**src/profile_regs_pkg.sv**
```systemverilog
// Package with the map, field layout and carrier types of the reference profile bank.
`default_nettype none
package profile_regs_pkg;

	// ----------------------------------------------------------------
	// Register indices (byte address on the bus is four times the index)
	// ----------------------------------------------------------------
	localparam logic [13:0] IDX_FIRST       = 14'h0633;
	localparam logic [13:0] IDX_LAST        = 14'h067F;
	localparam int          BANK_BYTES      = 77;
	localparam logic [13:0] IDX_REF_PERIOD  = 14'h0633;
	localparam logic [13:0] IDX_PERIOD_PAD  = 14'h0638;
	localparam logic [13:0] IDX_INNER_TOL   = 14'h063A;
	localparam logic [13:0] IDX_OUTER_TOL   = 14'h063D;
	localparam logic [13:0] IDX_VALID_MS    = 14'h0640;
	localparam logic [13:0] IDX_REDETECT_MS = 14'h0642;
	localparam logic [13:0] IDX_COEF1_LIN   = 14'h0644;
	localparam logic [13:0] IDX_COEF1_EXP   = 14'h0646;
	localparam logic [13:0] IDX_COEF2_LO    = 14'h0647;
	localparam logic [13:0] IDX_COEF2_MID   = 14'h0648;
	localparam logic [13:0] IDX_COEF2_HI    = 14'h0649;
	localparam logic [13:0] IDX_COEF3_LIN   = 14'h064A;
	localparam logic [13:0] IDX_COEF3_HI    = 14'h064C;
	localparam logic [13:0] IDX_COEF4_LO    = 14'h064D;
	localparam logic [13:0] IDX_COEF4_MIX   = 14'h064E;
	localparam logic [13:0] IDX_EXP_PACK    = 14'h064F;
	localparam logic [13:0] IDX_IN_DIV      = 14'h0650;
	localparam logic [13:0] IDX_IN_DIV_TOP  = 14'h0653;
	localparam logic [13:0] IDX_FB_DIV      = 14'h0654;
	localparam logic [13:0] IDX_FB_DIV_TOP  = 14'h0656;
	localparam logic [13:0] IDX_FB_PAD      = 14'h0657;
	localparam logic [13:0] IDX_FRAC_LO     = 14'h0658;
	localparam logic [13:0] IDX_FRAC_MIX    = 14'h0659;
	localparam logic [13:0] IDX_FRAC_HI     = 14'h065A;
	localparam logic [13:0] IDX_PHASE_THR   = 14'h065B;
	localparam logic [13:0] IDX_PHASE_FILL  = 14'h065D;
	localparam logic [13:0] IDX_PHASE_DRAIN = 14'h065E;
	localparam logic [13:0] IDX_FREQ_THR    = 14'h065F;
	localparam logic [13:0] IDX_FREQ_FILL   = 14'h0662;
	localparam logic [13:0] IDX_FREQ_DRAIN  = 14'h0663;
	localparam logic [13:0] IDX_TAIL        = 14'h0664;

	// ----------------------------------------------------------------
	// Writable-bit masks, reset value and arithmetic constants
	// ----------------------------------------------------------------
	localparam logic [7:0]  MASK_FULL       = 8'hFF;
	localparam logic [7:0]  MASK_NONE       = 8'h00;
	localparam logic [7:0]  MASK_LOW_NIBBLE = 8'h0F;
	localparam logic [7:0]  MASK_LOW_SIX    = 8'h3F;
	localparam logic [7:0]  MASK_LOW_SEVEN  = 8'h7F;
	localparam logic [7:0]  MASK_FRAC_MIX   = 8'hF3;
	localparam logic [7:0]  RESET_BYTE      = 8'h00;
	localparam logic [19:0] FB_DIV_MIN      = 20'h00007;
	localparam logic [9:0]  PS_PER_NS       = 10'h3E8;

	// Bits that hold no field are not stored, so they read back as zero.
	function automatic logic [7:0] byte_mask(input logic [13:0] idx);
		logic [7:0] m;
		m = MASK_FULL;
		case (idx)
			IDX_PERIOD_PAD, IDX_PERIOD_PAD + 14'h0001, IDX_FB_PAD: m = MASK_NONE;
			IDX_INNER_TOL + 14'h0002, IDX_OUTER_TOL + 14'h0002, IDX_FB_DIV_TOP: m = MASK_LOW_NIBBLE;
			IDX_COEF2_HI:                                       m = MASK_LOW_SEVEN;
			IDX_COEF3_HI, IDX_IN_DIV_TOP, IDX_FRAC_HI:          m = MASK_LOW_SIX;
			IDX_FRAC_MIX:                                       m = MASK_FRAC_MIX;
			default:                                            m = (idx >= IDX_TAIL) ? MASK_NONE : MASK_FULL;
		endcase
		return m;
	endfunction : byte_mask

	// ----------------------------------------------------------------
	// Carrier types
	// ----------------------------------------------------------------
	typedef struct packed {
		logic        cyc;
		logic        stb;
		logic        we;
		logic [15:0] adr;
		logic [3:0]  sel;
		logic [31:0] dat;
	} wb_req_t;

	typedef struct packed {
		logic        ack;
		logic [31:0] dat;
	} wb_rsp_t;

	typedef struct packed {
		logic [39:0] ref_period_fs;
		logic [19:0] inner_tol;
		logic [19:0] outer_tol;
		logic [15:0] validation_ms;
		logic [15:0] redetect_ms;
		logic [15:0] coef1_lin;
		logic [5:0]  coef1_exp_a;
		logic [2:0]  coef1_exp_b;
		logic [3:0]  coef1_exp_c;
		logic [16:0] coef2_lin;
		logic [4:0]  coef2_exp;
		logic [16:0] coef3_lin;
		logic [4:0]  coef3_exp;
		logic [14:0] coef4_lin;
		logic [4:0]  coef4_exp;
		logic [29:0] in_div;
		logic [19:0] fb_div;
		logic [9:0]  frac_numer;
		logic [9:0]  frac_modulus;
		logic [15:0] phase_thr;
		logic [7:0]  phase_fill;
		logic [7:0]  phase_drain;
		logic [23:0] freq_thr_ps;
		logic [7:0]  freq_fill;
		logic [7:0]  freq_drain;
	} loop_cfg_t;

endpackage : profile_regs_pkg
`default_nettype wire

```
**src/wb_byte_slave.sv**
```systemverilog
// Classic Wishbone slave front end that turns bus cycles into byte accesses.
`timescale 1ns/100ps
`default_nettype none
module wb_byte_slave
(
	input  wire logic                        sys_clk_in,
	input  wire logic                        rstn_in,
	input  wire profile_regs_pkg::wb_req_t   wb_req_in,
	input  wire logic [7:0]                  rd_byte_in,
	output var  profile_regs_pkg::wb_rsp_t   wb_rsp_out,
	output logic [13:0]                      idx_out,
	output logic                             hit_out,
	output logic                             wr_en_out
);

	logic        ack_r;
	logic [31:0] dat_r;
	logic        req_live;

	// ----------------------------------------------------------------
	// Decode
	// ----------------------------------------------------------------
	// The word address is the register index; only the low lane carries data.
	assign idx_out  = wb_req_in.adr[15:2];
	assign hit_out  = (idx_out >= profile_regs_pkg::IDX_FIRST) &&
	                  (idx_out <= profile_regs_pkg::IDX_LAST);
	assign req_live = wb_req_in.cyc & wb_req_in.stb;

	// The write lands at the edge where the master sees ack, never earlier.
	assign wr_en_out = req_live & ack_r & wb_req_in.we & wb_req_in.sel[0] & hit_out;

	// ----------------------------------------------------------------
	// Answer
	// ----------------------------------------------------------------
	// Ack one cycle after the request and drop it right after, so a held request
	// is answered again every second cycle, never on two edges in a row.
	always_ff @(posedge sys_clk_in or negedge rstn_in)
	begin
		if (!rstn_in)
			ack_r <= 1'b0;
		else
			ack_r <= req_live & ~ack_r;
	end

	// Unmapped indices are acked with zero so software never hangs.
	always_ff @(posedge sys_clk_in or negedge rstn_in)
	begin
		if (!rstn_in)
			dat_r <= 32'h00000000;
		else if (req_live & ~ack_r)
			dat_r <= {24'h000000, (hit_out ? rd_byte_in : 8'h00)};
	end

	// One assignment drives the whole answer, so the struct has a single driver.
	assign wb_rsp_out = '{ack: ack_r, dat: dat_r};

endmodule : wb_byte_slave
`default_nettype wire

```
**src/loop_ratio_unit.sv**
```systemverilog
// Derived divide ratios and the scaled phase lock threshold for the loop logic.
`timescale 1ns/100ps
`default_nettype none
module loop_ratio_unit
(
	input  wire logic                        sys_clk_in,
	input  wire logic                        rstn_in,
	input  wire profile_regs_pkg::loop_cfg_t cfg_in,
	input  wire logic                        phase_scale_ns_in,
	output logic [30:0]                      in_div_ratio_out,
	output logic [20:0]                      fb_div_ratio_out,
	output logic                             fb_div_low_out,
	output logic [25:0]                      phase_thr_ps_out
);

	logic [25:0] thr_scaled;

	// Nanosecond scale is turned into picoseconds so the detector sees one unit.
	assign thr_scaled = 26'(cfg_in.phase_thr) * 26'(profile_regs_pkg::PS_PER_NS);

	// ----------------------------------------------------------------
	// Registered ratios
	// ----------------------------------------------------------------
	// Hardware divides by programmed value plus one.
	always_ff @(posedge sys_clk_in or negedge rstn_in)
	begin
		if (!rstn_in)
		begin
			in_div_ratio_out <= 31'h00000001;
			fb_div_ratio_out <= 21'h000001;
		end
		else
		begin
			in_div_ratio_out <= {1'b0, cfg_in.in_div} + 31'h00000001;
			fb_div_ratio_out <= {1'b0, cfg_in.fb_div} + 21'h000001;
		end
	end

	// Software must keep the feedback value at seven or more; flag a breach.
	always_ff @(posedge sys_clk_in or negedge rstn_in)
	begin
		if (!rstn_in)
			fb_div_low_out <= 1'b1;
		else
			fb_div_low_out <= (cfg_in.fb_div < profile_regs_pkg::FB_DIV_MIN);
	end

	// Clear scale bit means picoseconds, set means nanoseconds.
	always_ff @(posedge sys_clk_in or negedge rstn_in)
	begin
		if (!rstn_in)
			phase_thr_ps_out <= 26'h0000000;
		else
			phase_thr_ps_out <= phase_scale_ns_in ? thr_scaled : 26'(cfg_in.phase_thr);
	end

endmodule : loop_ratio_unit
`default_nettype wire

```
**src/dpll_reference_profile_one_regs.sv**
```systemverilog
// Register bank of one reference profile and assembly of its loop settings.
//
// The Wishbone interface to the registers is this design's own decision.
`timescale 1ns/100ps
`default_nettype none

module dpll_reference_profile_one_regs
(
	input  wire logic                        sys_clk_in,
	input  wire logic                        rstn_in,
	input  wire profile_regs_pkg::wb_req_t   wb_req_in,
	output var  profile_regs_pkg::wb_rsp_t   wb_rsp_out,
	input  wire logic                        phase_scale_ns_in,
	input  wire logic                        profile_in_use_in,
	output var  profile_regs_pkg::loop_cfg_t loop_cfg_out,
	output logic                             cfg_apply_out,
	output logic [30:0]                      in_div_ratio_out,
	output logic [20:0]                      fb_div_ratio_out,
	output logic                             fb_div_low_out,
	output logic [25:0]                      phase_thr_ps_out
);

	// ----------------------------------------------------------------
	// Declarations
	// ----------------------------------------------------------------
	logic [7:0]                  bank_r [0:profile_regs_pkg::BANK_BYTES-1];
	logic [13:0]                 idx;
	logic                        hit;
	logic                        wr_en;
	logic [13:0]                 rel_idx;
	logic [7:0]                  rd_byte;
	logic [7:0]                  wr_byte;
	profile_regs_pkg::loop_cfg_t cfg_nxt;
	profile_regs_pkg::loop_cfg_t cfg_r;
	logic                        apply_r;

	// ----------------------------------------------------------------
	// Bus front end
	// ----------------------------------------------------------------
	wb_byte_slave u_bus
	(
		.sys_clk_in (sys_clk_in),
		.rstn_in    (rstn_in),
		.wb_req_in  (wb_req_in),
		.rd_byte_in (rd_byte),
		.wb_rsp_out (wb_rsp_out),
		.idx_out    (idx),
		.hit_out    (hit),
		.wr_en_out  (wr_en)
	);

	assign rel_idx = idx - profile_regs_pkg::IDX_FIRST;
	assign wr_byte = wb_req_in.dat[7:0];

	// Reads index the bank only on a hit, so the subtraction cannot wrap into it.
	assign rd_byte = hit ? bank_r[rel_idx[6:0]] : 8'h00;

	// ----------------------------------------------------------------
	// Byte storage
	// ----------------------------------------------------------------
	// Each byte stores only its field bits; pads and tail keep nothing, which
	// also means a nonzero write to a pad simply vanishes.
	for (genvar g = 0; g < profile_regs_pkg::BANK_BYTES; g++)
	begin : g_byte
		localparam logic [13:0] BYTE_IDX  = profile_regs_pkg::IDX_FIRST + 14'(g);
		localparam logic [7:0]  BYTE_MASK = profile_regs_pkg::byte_mask(BYTE_IDX);

		always_ff @(posedge sys_clk_in or negedge rstn_in)
		begin
			if (!rstn_in)
				bank_r[g] <= profile_regs_pkg::RESET_BYTE;
			else if (wr_en && (idx == BYTE_IDX))
				bank_r[g] <= wr_byte & BYTE_MASK;
		end
	end

	// ----------------------------------------------------------------
	// Field assembly
	// ----------------------------------------------------------------
	// Gathers the scattered byte fields into whole values for the loop.
	// A function result cannot be bit-selected, so partial bytes index the array.
	function automatic logic [6:0] rel(input logic [13:0] i);
		return 7'(i - profile_regs_pkg::IDX_FIRST);
	endfunction : rel

	function automatic logic [7:0] at(input logic [13:0] i);
		return bank_r[rel(i)];
	endfunction : at

	always_comb
	begin
		cfg_nxt = '0;
		// Reference period and tolerances.
		cfg_nxt.ref_period_fs = {at(profile_regs_pkg::IDX_REF_PERIOD + 14'h0004),
		                         at(profile_regs_pkg::IDX_REF_PERIOD + 14'h0003),
		                         at(profile_regs_pkg::IDX_REF_PERIOD + 14'h0002),
		                         at(profile_regs_pkg::IDX_REF_PERIOD + 14'h0001),
		                         at(profile_regs_pkg::IDX_REF_PERIOD)};
		cfg_nxt.inner_tol = {bank_r[rel(profile_regs_pkg::IDX_INNER_TOL + 14'h0002)][3:0],
		                     at(profile_regs_pkg::IDX_INNER_TOL + 14'h0001),
		                     at(profile_regs_pkg::IDX_INNER_TOL)};
		cfg_nxt.outer_tol = {bank_r[rel(profile_regs_pkg::IDX_OUTER_TOL + 14'h0002)][3:0],
		                     at(profile_regs_pkg::IDX_OUTER_TOL + 14'h0001),
		                     at(profile_regs_pkg::IDX_OUTER_TOL)};
		// Timers.
		cfg_nxt.validation_ms = {at(profile_regs_pkg::IDX_VALID_MS + 14'h0001),
		                         at(profile_regs_pkg::IDX_VALID_MS)};
		cfg_nxt.redetect_ms   = {at(profile_regs_pkg::IDX_REDETECT_MS + 14'h0001),
		                         at(profile_regs_pkg::IDX_REDETECT_MS)};
		// Loop filter, each value a fraction and a power-of-two exponent.
		cfg_nxt.coef1_lin   = {at(profile_regs_pkg::IDX_COEF1_LIN + 14'h0001),
		                       at(profile_regs_pkg::IDX_COEF1_LIN)};
		cfg_nxt.coef1_exp_a = bank_r[rel(profile_regs_pkg::IDX_COEF1_EXP)][5:0];
		cfg_nxt.coef1_exp_b = {bank_r[rel(profile_regs_pkg::IDX_COEF2_LO)][0],
		                       bank_r[rel(profile_regs_pkg::IDX_COEF1_EXP)][7:6]};
		cfg_nxt.coef1_exp_c = bank_r[rel(profile_regs_pkg::IDX_EXP_PACK)][7:4];
		cfg_nxt.coef2_lin   = {bank_r[rel(profile_regs_pkg::IDX_COEF2_HI)][1:0],
		                       at(profile_regs_pkg::IDX_COEF2_MID),
		                       bank_r[rel(profile_regs_pkg::IDX_COEF2_LO)][7:1]};
		cfg_nxt.coef2_exp   = bank_r[rel(profile_regs_pkg::IDX_COEF2_HI)][6:2];
		cfg_nxt.coef3_lin   = {bank_r[rel(profile_regs_pkg::IDX_COEF3_HI)][0],
		                       at(profile_regs_pkg::IDX_COEF3_LIN + 14'h0001),
		                       at(profile_regs_pkg::IDX_COEF3_LIN)};
		cfg_nxt.coef3_exp   = bank_r[rel(profile_regs_pkg::IDX_COEF3_HI)][5:1];
		cfg_nxt.coef4_lin   = {bank_r[rel(profile_regs_pkg::IDX_COEF4_MIX)][6:0],
		                       at(profile_regs_pkg::IDX_COEF4_LO)};
		cfg_nxt.coef4_exp   = {bank_r[rel(profile_regs_pkg::IDX_EXP_PACK)][3:0],
		                       bank_r[rel(profile_regs_pkg::IDX_COEF4_MIX)][7]};
		// Dividers.
		cfg_nxt.in_div = {bank_r[rel(profile_regs_pkg::IDX_IN_DIV_TOP)][5:0],
		                  at(profile_regs_pkg::IDX_IN_DIV + 14'h0002),
		                  at(profile_regs_pkg::IDX_IN_DIV + 14'h0001),
		                  at(profile_regs_pkg::IDX_IN_DIV)};
		cfg_nxt.fb_div = {bank_r[rel(profile_regs_pkg::IDX_FB_DIV_TOP)][3:0],
		                  at(profile_regs_pkg::IDX_FB_DIV + 14'h0001),
		                  at(profile_regs_pkg::IDX_FB_DIV)};
		cfg_nxt.frac_numer   = {bank_r[rel(profile_regs_pkg::IDX_FRAC_MIX)][1:0],
		                        at(profile_regs_pkg::IDX_FRAC_LO)};
		cfg_nxt.frac_modulus = {bank_r[rel(profile_regs_pkg::IDX_FRAC_HI)][5:0],
		                        bank_r[rel(profile_regs_pkg::IDX_FRAC_MIX)][7:4]};
		// Lock detectors.
		cfg_nxt.phase_thr   = {at(profile_regs_pkg::IDX_PHASE_THR + 14'h0001),
		                       at(profile_regs_pkg::IDX_PHASE_THR)};
		cfg_nxt.phase_fill  = at(profile_regs_pkg::IDX_PHASE_FILL);
		cfg_nxt.phase_drain = at(profile_regs_pkg::IDX_PHASE_DRAIN);
		cfg_nxt.freq_thr_ps = {at(profile_regs_pkg::IDX_FREQ_THR + 14'h0002),
		                       at(profile_regs_pkg::IDX_FREQ_THR + 14'h0001),
		                       at(profile_regs_pkg::IDX_FREQ_THR)};
		cfg_nxt.freq_fill   = at(profile_regs_pkg::IDX_FREQ_FILL);
		cfg_nxt.freq_drain  = at(profile_regs_pkg::IDX_FREQ_DRAIN);
	end

	// ----------------------------------------------------------------
	// Output registers
	// ----------------------------------------------------------------
	// One register stage keeps the wide assembly muxes off the loop's paths,
	// at the price of one cycle before a write is seen downstream.
	always_ff @(posedge sys_clk_in or negedge rstn_in)
	begin
		if (!rstn_in)
			cfg_r <= '0;
		else
			cfg_r <= cfg_nxt;
	end

	// The loop consumes these settings only while this profile's reference is in use.
	always_ff @(posedge sys_clk_in or negedge rstn_in)
	begin
		if (!rstn_in)
			apply_r <= 1'b0;
		else
			apply_r <= profile_in_use_in;
	end

	assign loop_cfg_out  = cfg_r;
	assign cfg_apply_out = apply_r;

	// ----------------------------------------------------------------
	// Derived ratios
	// ----------------------------------------------------------------
	loop_ratio_unit u_ratio
	(
		.sys_clk_in        (sys_clk_in),
		.rstn_in           (rstn_in),
		.cfg_in            (cfg_r),
		.phase_scale_ns_in (phase_scale_ns_in),
		.in_div_ratio_out  (in_div_ratio_out),
		.fb_div_ratio_out  (fb_div_ratio_out),
		.fb_div_low_out    (fb_div_low_out),
		.phase_thr_ps_out  (phase_thr_ps_out)
	);

endmodule : dpll_reference_profile_one_regs
`default_nettype wire

```
**config.mk**
```make
export PLATFORM = sky130hd
export DESIGN_NAME = dpll_reference_profile_one_regs
export DESIGN_NICKNAME = d
export VERILOG_FILES = /design/src/profile_regs_pkg.sv /design/src/wb_byte_slave.sv /design/src/loop_ratio_unit.sv /design/src/dpll_reference_profile_one_regs.sv
export SDC_FILE = /design/constraint.sdc
export NUM_CORES = 1
export LEC_CHECK = 0
export BUFFER_PORTS_ARGS = -buffer_cell sky130_fd_sc_hd__buf_2
export CAP_MARGIN = 0
export CORE_AREA = 3 3 391 277
export DETAILED_ROUTE_END_ITERATION = 8
export DIE_AREA = 0 0 394 280
export SETUP_SLACK_MARGIN = 0.1
export SLEW_MARGIN = 25
export SYNTH_ARGS = -nofsm -noshare
export SYNTH_HDL_FRONTEND = slang
export SYNTH_SLANG_ARGS = --single-unit
```
**constraint.sdc**
```tcl
create_clock -name sys_clk_in -period 8.65 [get_ports sys_clk_in]
set_input_delay 1.2975 -clock sys_clk_in [delete_from_list [all_inputs] [get_ports sys_clk_in]]
set_output_delay 1.2975 -clock sys_clk_in [all_outputs]
set_load 0.01 [all_outputs]
```
==> impl_metrics.py <==
metrics = {
    "routing": {
        "avgRoutedWirePerCell_um": 25.63,
        "route.vias.total": 18990,
        "post_drt_via_cell_ratio": 4.702,
        "drtAntennaViolNets": 0,
        "wl_um": 103500,
        "first_pass_iters": 5,
        "detail_route.drc_violations": 0,
        "dr.first_iter.drc_count": 1327,
    },
    "cells_and_area": {
        "design.final.nets": 2729,
        "most-common-layout-cells": "sky130_fd_sc_hd__dfrtp_1 (780), sky130_fd_sc_hd__buf_2 (461), sky130_fd_sc_hd__mux2_2 (363), sky130_fd_sc_hd__inv_1 (93), sky130_fd_sc_hd__nand2_1 (93)",
        "area.sequential_um2": 19600,
        "final_util_pct": 36.65,
        "fillCellCount": 10010,
        "multiInputGateArea_um2": 11080,
        "post_route_cells_drive_above_1_share_pct": 42.96,
        "layout_stage_area_growth_over_the_synthesis_result_pct": 21.80,
        "leading_cell_type_in_the_layout_fill_and_taps_excluded": "sky130_fd_sc_hd__dfrtp_1",
        "layout.cells.non_filler": 4039,
    },
    "power": {
        "largest_vdd_supply_drop_v": 0.0001317,
        "cellInternalPower_w": 0.005819,
        "swShare_pct": 23.52,
        "netSwitchingPower_w": 0.001789,
        "p_leak_nw": 19.92,
        "combinationalPowerShare_pct": 4.2,
        "power_frac_seq_pct": 48.2,
        "clock_power_share_pct": 47.7,
        "cellPowerDensity_nw_per_um2": 198.8,
    },
    "sta": {
        "setup_ws_ns": 3.520,
        "timing.fmax_mhz": 194.9,
        "layout_min_cycle_time_ns": 5.130,
        "hold_viol_final": 0,
        "slew_headroom_pct": 30.02,
        "tightest_slew_ns": 1.050,
        "setup_viol": 0,
        "layout_worst_path_cycle_share_pct": 59.30,
        "slew_violations": 0,
        "fin_worst_skew_ns": 0.03093,
        "setup_total_negative_slack_ns": 0,
        "grt_setup_unrepaired": "no",
    },
    "synth": {
        "post_synth.cell_area_avg_um2": 15.27,
        "dominantRegCellSynth": "sky130_fd_sc_hd__dfrtp_1",
        "post_synth_num_cell_types": 67,
        "ys_async_sr_fraction_pct": 100.0,
        "syn-cell-area_um2": 31420,
        "yosys_warnings": 0,
        "synth_cells": 2058,
        "ffs_latches_synth": 783,
        "synth_edf_count": 0,
        "synth_seq_area_share_pct": 62.38,
    },
    "placement": {
        "pre_cts_ws_ns": 2.987,
        "hpwl_um": 74070,
        "globalplace.congestion": 0.8631,
        "number_of_port_buffers": 465,
        "numPlacedInstances": 3887,
    },
    "floorplanning": {
        "io_pins": 519,
        "fp-row-count": 99,
        "die_width_um": 394,
        "die_height_um": 280,
        "die-area_um2": 110300,
        "initial_utilization_pct": 30.09,
        "fp.coreArea_um2": 104400,
    },
    "setup_path": {
        "critical_path_peak_fanout": 5,
        "critical_path.startpoint_type": "flop",
        "cp.arrival_ns": 5.70,
        "path_class": "flop to flop",
        "end_kind": "flop",
        "cp-startpoint": "loop_cfg_out[61]",
        "worst-endpoint-required_ns": 9.22,
        "reg2reg_from": "loop_cfg_out[61]",
    },
    "clock_tree": {
        "tritoncts": "yes",
        "cts_hold_buf": 0,
        "clk_pin_slew_worst_paths_ns": 0.06,
        "numCtsBuffers": 82,
        "cts_max_level": 3,
        "cts_root_buf": "sky130_fd_sc_hd__clkbuf_16",
        "clock_latency_ns": 0.67,
        "clk_path_buf_depth": 3,
        "cts-resized-gates": 0,
        "clock_sinks": 783,
        "postCtsSetupRepairBufs": 0,
    },
    "global_route": {
        "grt-ovfl-total": 0,
        "grt_first_pass_wirelength_um": 145400,
        "grt_max_degree": 181,
        "grt_use_total_pct": 18.51,
        "number_of_global_route_vias_before_repair": 19060,
        "initial_antenna_violation_count": 6,
    },
    "hold_path": {
        "min_path_type": "flop to flop",
        "holdCritStartpoint": "bank_r[264]",
    },
    "flow_run": {
        "maxCapViolations": 0,
    },
    "outcome": {
        "outcome": "finished, final reports clean",
    },
}
power groups by stage:
stage | clock [W] | sequential, W | combinational (W)
after floorplan | 0 | 0.00373 | 0.000139
after global placement | 0 | 0.00373 | 0.000320
after detailed placement | 0 | 0.00373 | 0.000321
after CTS | 0.00373 | 0.00366 | 0.000323
after global routing | 0.00388 | 0.00366 | 0.000344
final | 0.00363 | 0.00366 | 0.000316
cells by family after synthesis:
family          synth area share, %
fa+ha+maj                     5.751
simple gates                  4.966
other cells                 0.01194
mux                           18.89
compound gates                3.222
flops                         62.38
xor+xnor                      1.951
buf+inv                       2.828
worst paths after layout:
check | endpoint | slack [ns] | cells after the start
min in group asynchronous | loop_cfg_out[36] | 0.72 | 1
max in group asynchronous | bank_r[431] | 6.04 | 3
min reg2reg | loop_cfg_out[40] | 0.39 | 0
min | loop_cfg_out[40] | 0.39 | 0
max | u_ratio.phase_thr_ps_out[25] | 3.52 | 12
max reg2reg | u_ratio.phase_thr_ps_out[25] | 3.52 | 12
per-layer routing:
metal | share of wire (%) | global-route usage, %
met1 | 47 | 26.68
met2 | 44 | 27.28
met3 | 8.0 | 6.412
met4 | 1.4 | 3.166
met5 | 0 | 0
registers in the layout, indices dropped and copies added, names as in the netlist, 8 cells and up:
register / flops
bank_r: 347
u_ratio.phase_thr_ps_out: 26
u_ratio.in_div_ratio_out: 31
loop_cfg_out: 347
u_bus.dat_r: 8
u_ratio.fb_div_ratio_out: 21
synthesized netlist by cell type (9+ instances only):
| cell type | number | area, um2 |
|---|---|---|
| sky130_fd_sc_hd__a21o_1 | 14 | 105.1 |
| sky130_fd_sc_hd__a21oi_1 | 20 | 100.1 |
| sky130_fd_sc_hd__a221oi_1 | 20 | 175.2 |
| sky130_fd_sc_hd__a22o_1 | 10 | 87.58 |
| sky130_fd_sc_hd__and3_1 | 10 | 62.56 |
| sky130_fd_sc_hd__buf_1 | 10 | 37.54 |
| sky130_fd_sc_hd__buf_2 | 20 | 100.1 |
| sky130_fd_sc_hd__buf_4 | 26 | 195.2 |
| sky130_fd_sc_hd__clkbuf_1 | 54 | 202.7 |
| sky130_fd_sc_hd__dfrtp_1 | 780 | 19520 |
| sky130_fd_sc_hd__fa_1 | 54 | 1081 |
| sky130_fd_sc_hd__ha_1 | 58 | 725.7 |
| sky130_fd_sc_hd__inv_1 | 93 | 349.1 |
| sky130_fd_sc_hd__mux2_2 | 363 | 4088 |
| sky130_fd_sc_hd__mux2i_1 | 18 | 180.2 |
| sky130_fd_sc_hd__mux4_2 | 74 | 1667 |
| sky130_fd_sc_hd__nand2_1 | 93 | 349.1 |
| sky130_fd_sc_hd__nand2b_1 | 12 | 75.07 |
| sky130_fd_sc_hd__nand3_1 | 32 | 160.2 |
| sky130_fd_sc_hd__nand4_1 | 11 | 68.82 |
| sky130_fd_sc_hd__nor2_1 | 46 | 172.7 |
| sky130_fd_sc_hd__nor2_2 | 21 | 131.4 |
| sky130_fd_sc_hd__nor2b_1 | 9 | 56.30 |
| sky130_fd_sc_hd__nor3_1 | 13 | 65.06 |
| sky130_fd_sc_hd__o21ai_0 | 27 | 135.1 |
| sky130_fd_sc_hd__xnor2_1 | 44 | 385.4 |
| sky130_fd_sc_hd__xor2_1 | 26 | 227.7 |
per-stage QoR:
step / hold slack, ns / cell area (um2) / total power, W
finish: 0.3856 / 38270 / 0.007609
global route: 0.3909 / 38260 / 0.007882
CTS: 0.3813 / 38220 / 0.007714
detailed placement: 0.3798 / 35460 / 0.004053
global placement: 0.3744 / 35450 / 0.004052
floorplan: 0.3651 / 31500 / 0.003871
area by class of cell:
type | count | share of cell area (%)
antenna | 4 | 0.02616
tap | 1414 | 4.623
clock buffer | 119 | 6.330
timing repair buffer | 503 | 7.024
inverter | 94 | 0.9221
multi-input combinational | 1094 | 28.96
clock inverter | 28 | 0.8959
sequential | 783 | 51.21
worst max-delay path, cell delays in order (launching register included):
cell                        delay [ns]
sky130_fd_sc_hd__dfrtp_1          0.46
sky130_fd_sc_hd__inv_1            0.33
sky130_fd_sc_hd__fa_1             0.51
sky130_fd_sc_hd__fa_1             0.54
sky130_fd_sc_hd__fa_1             0.44
sky130_fd_sc_hd__fa_1             0.51
sky130_fd_sc_hd__inv_1            0.04
sky130_fd_sc_hd__ha_1             0.34
sky130_fd_sc_hd__a2111oi_0        0.58
sky130_fd_sc_hd__o21a_1           0.26
sky130_fd_sc_hd__o21ai_0          0.33
sky130_fd_sc_hd__a221oi_1         0.47
sky130_fd_sc_hd__mux2i_1          0.24
(Power assumes the default switching activity.)
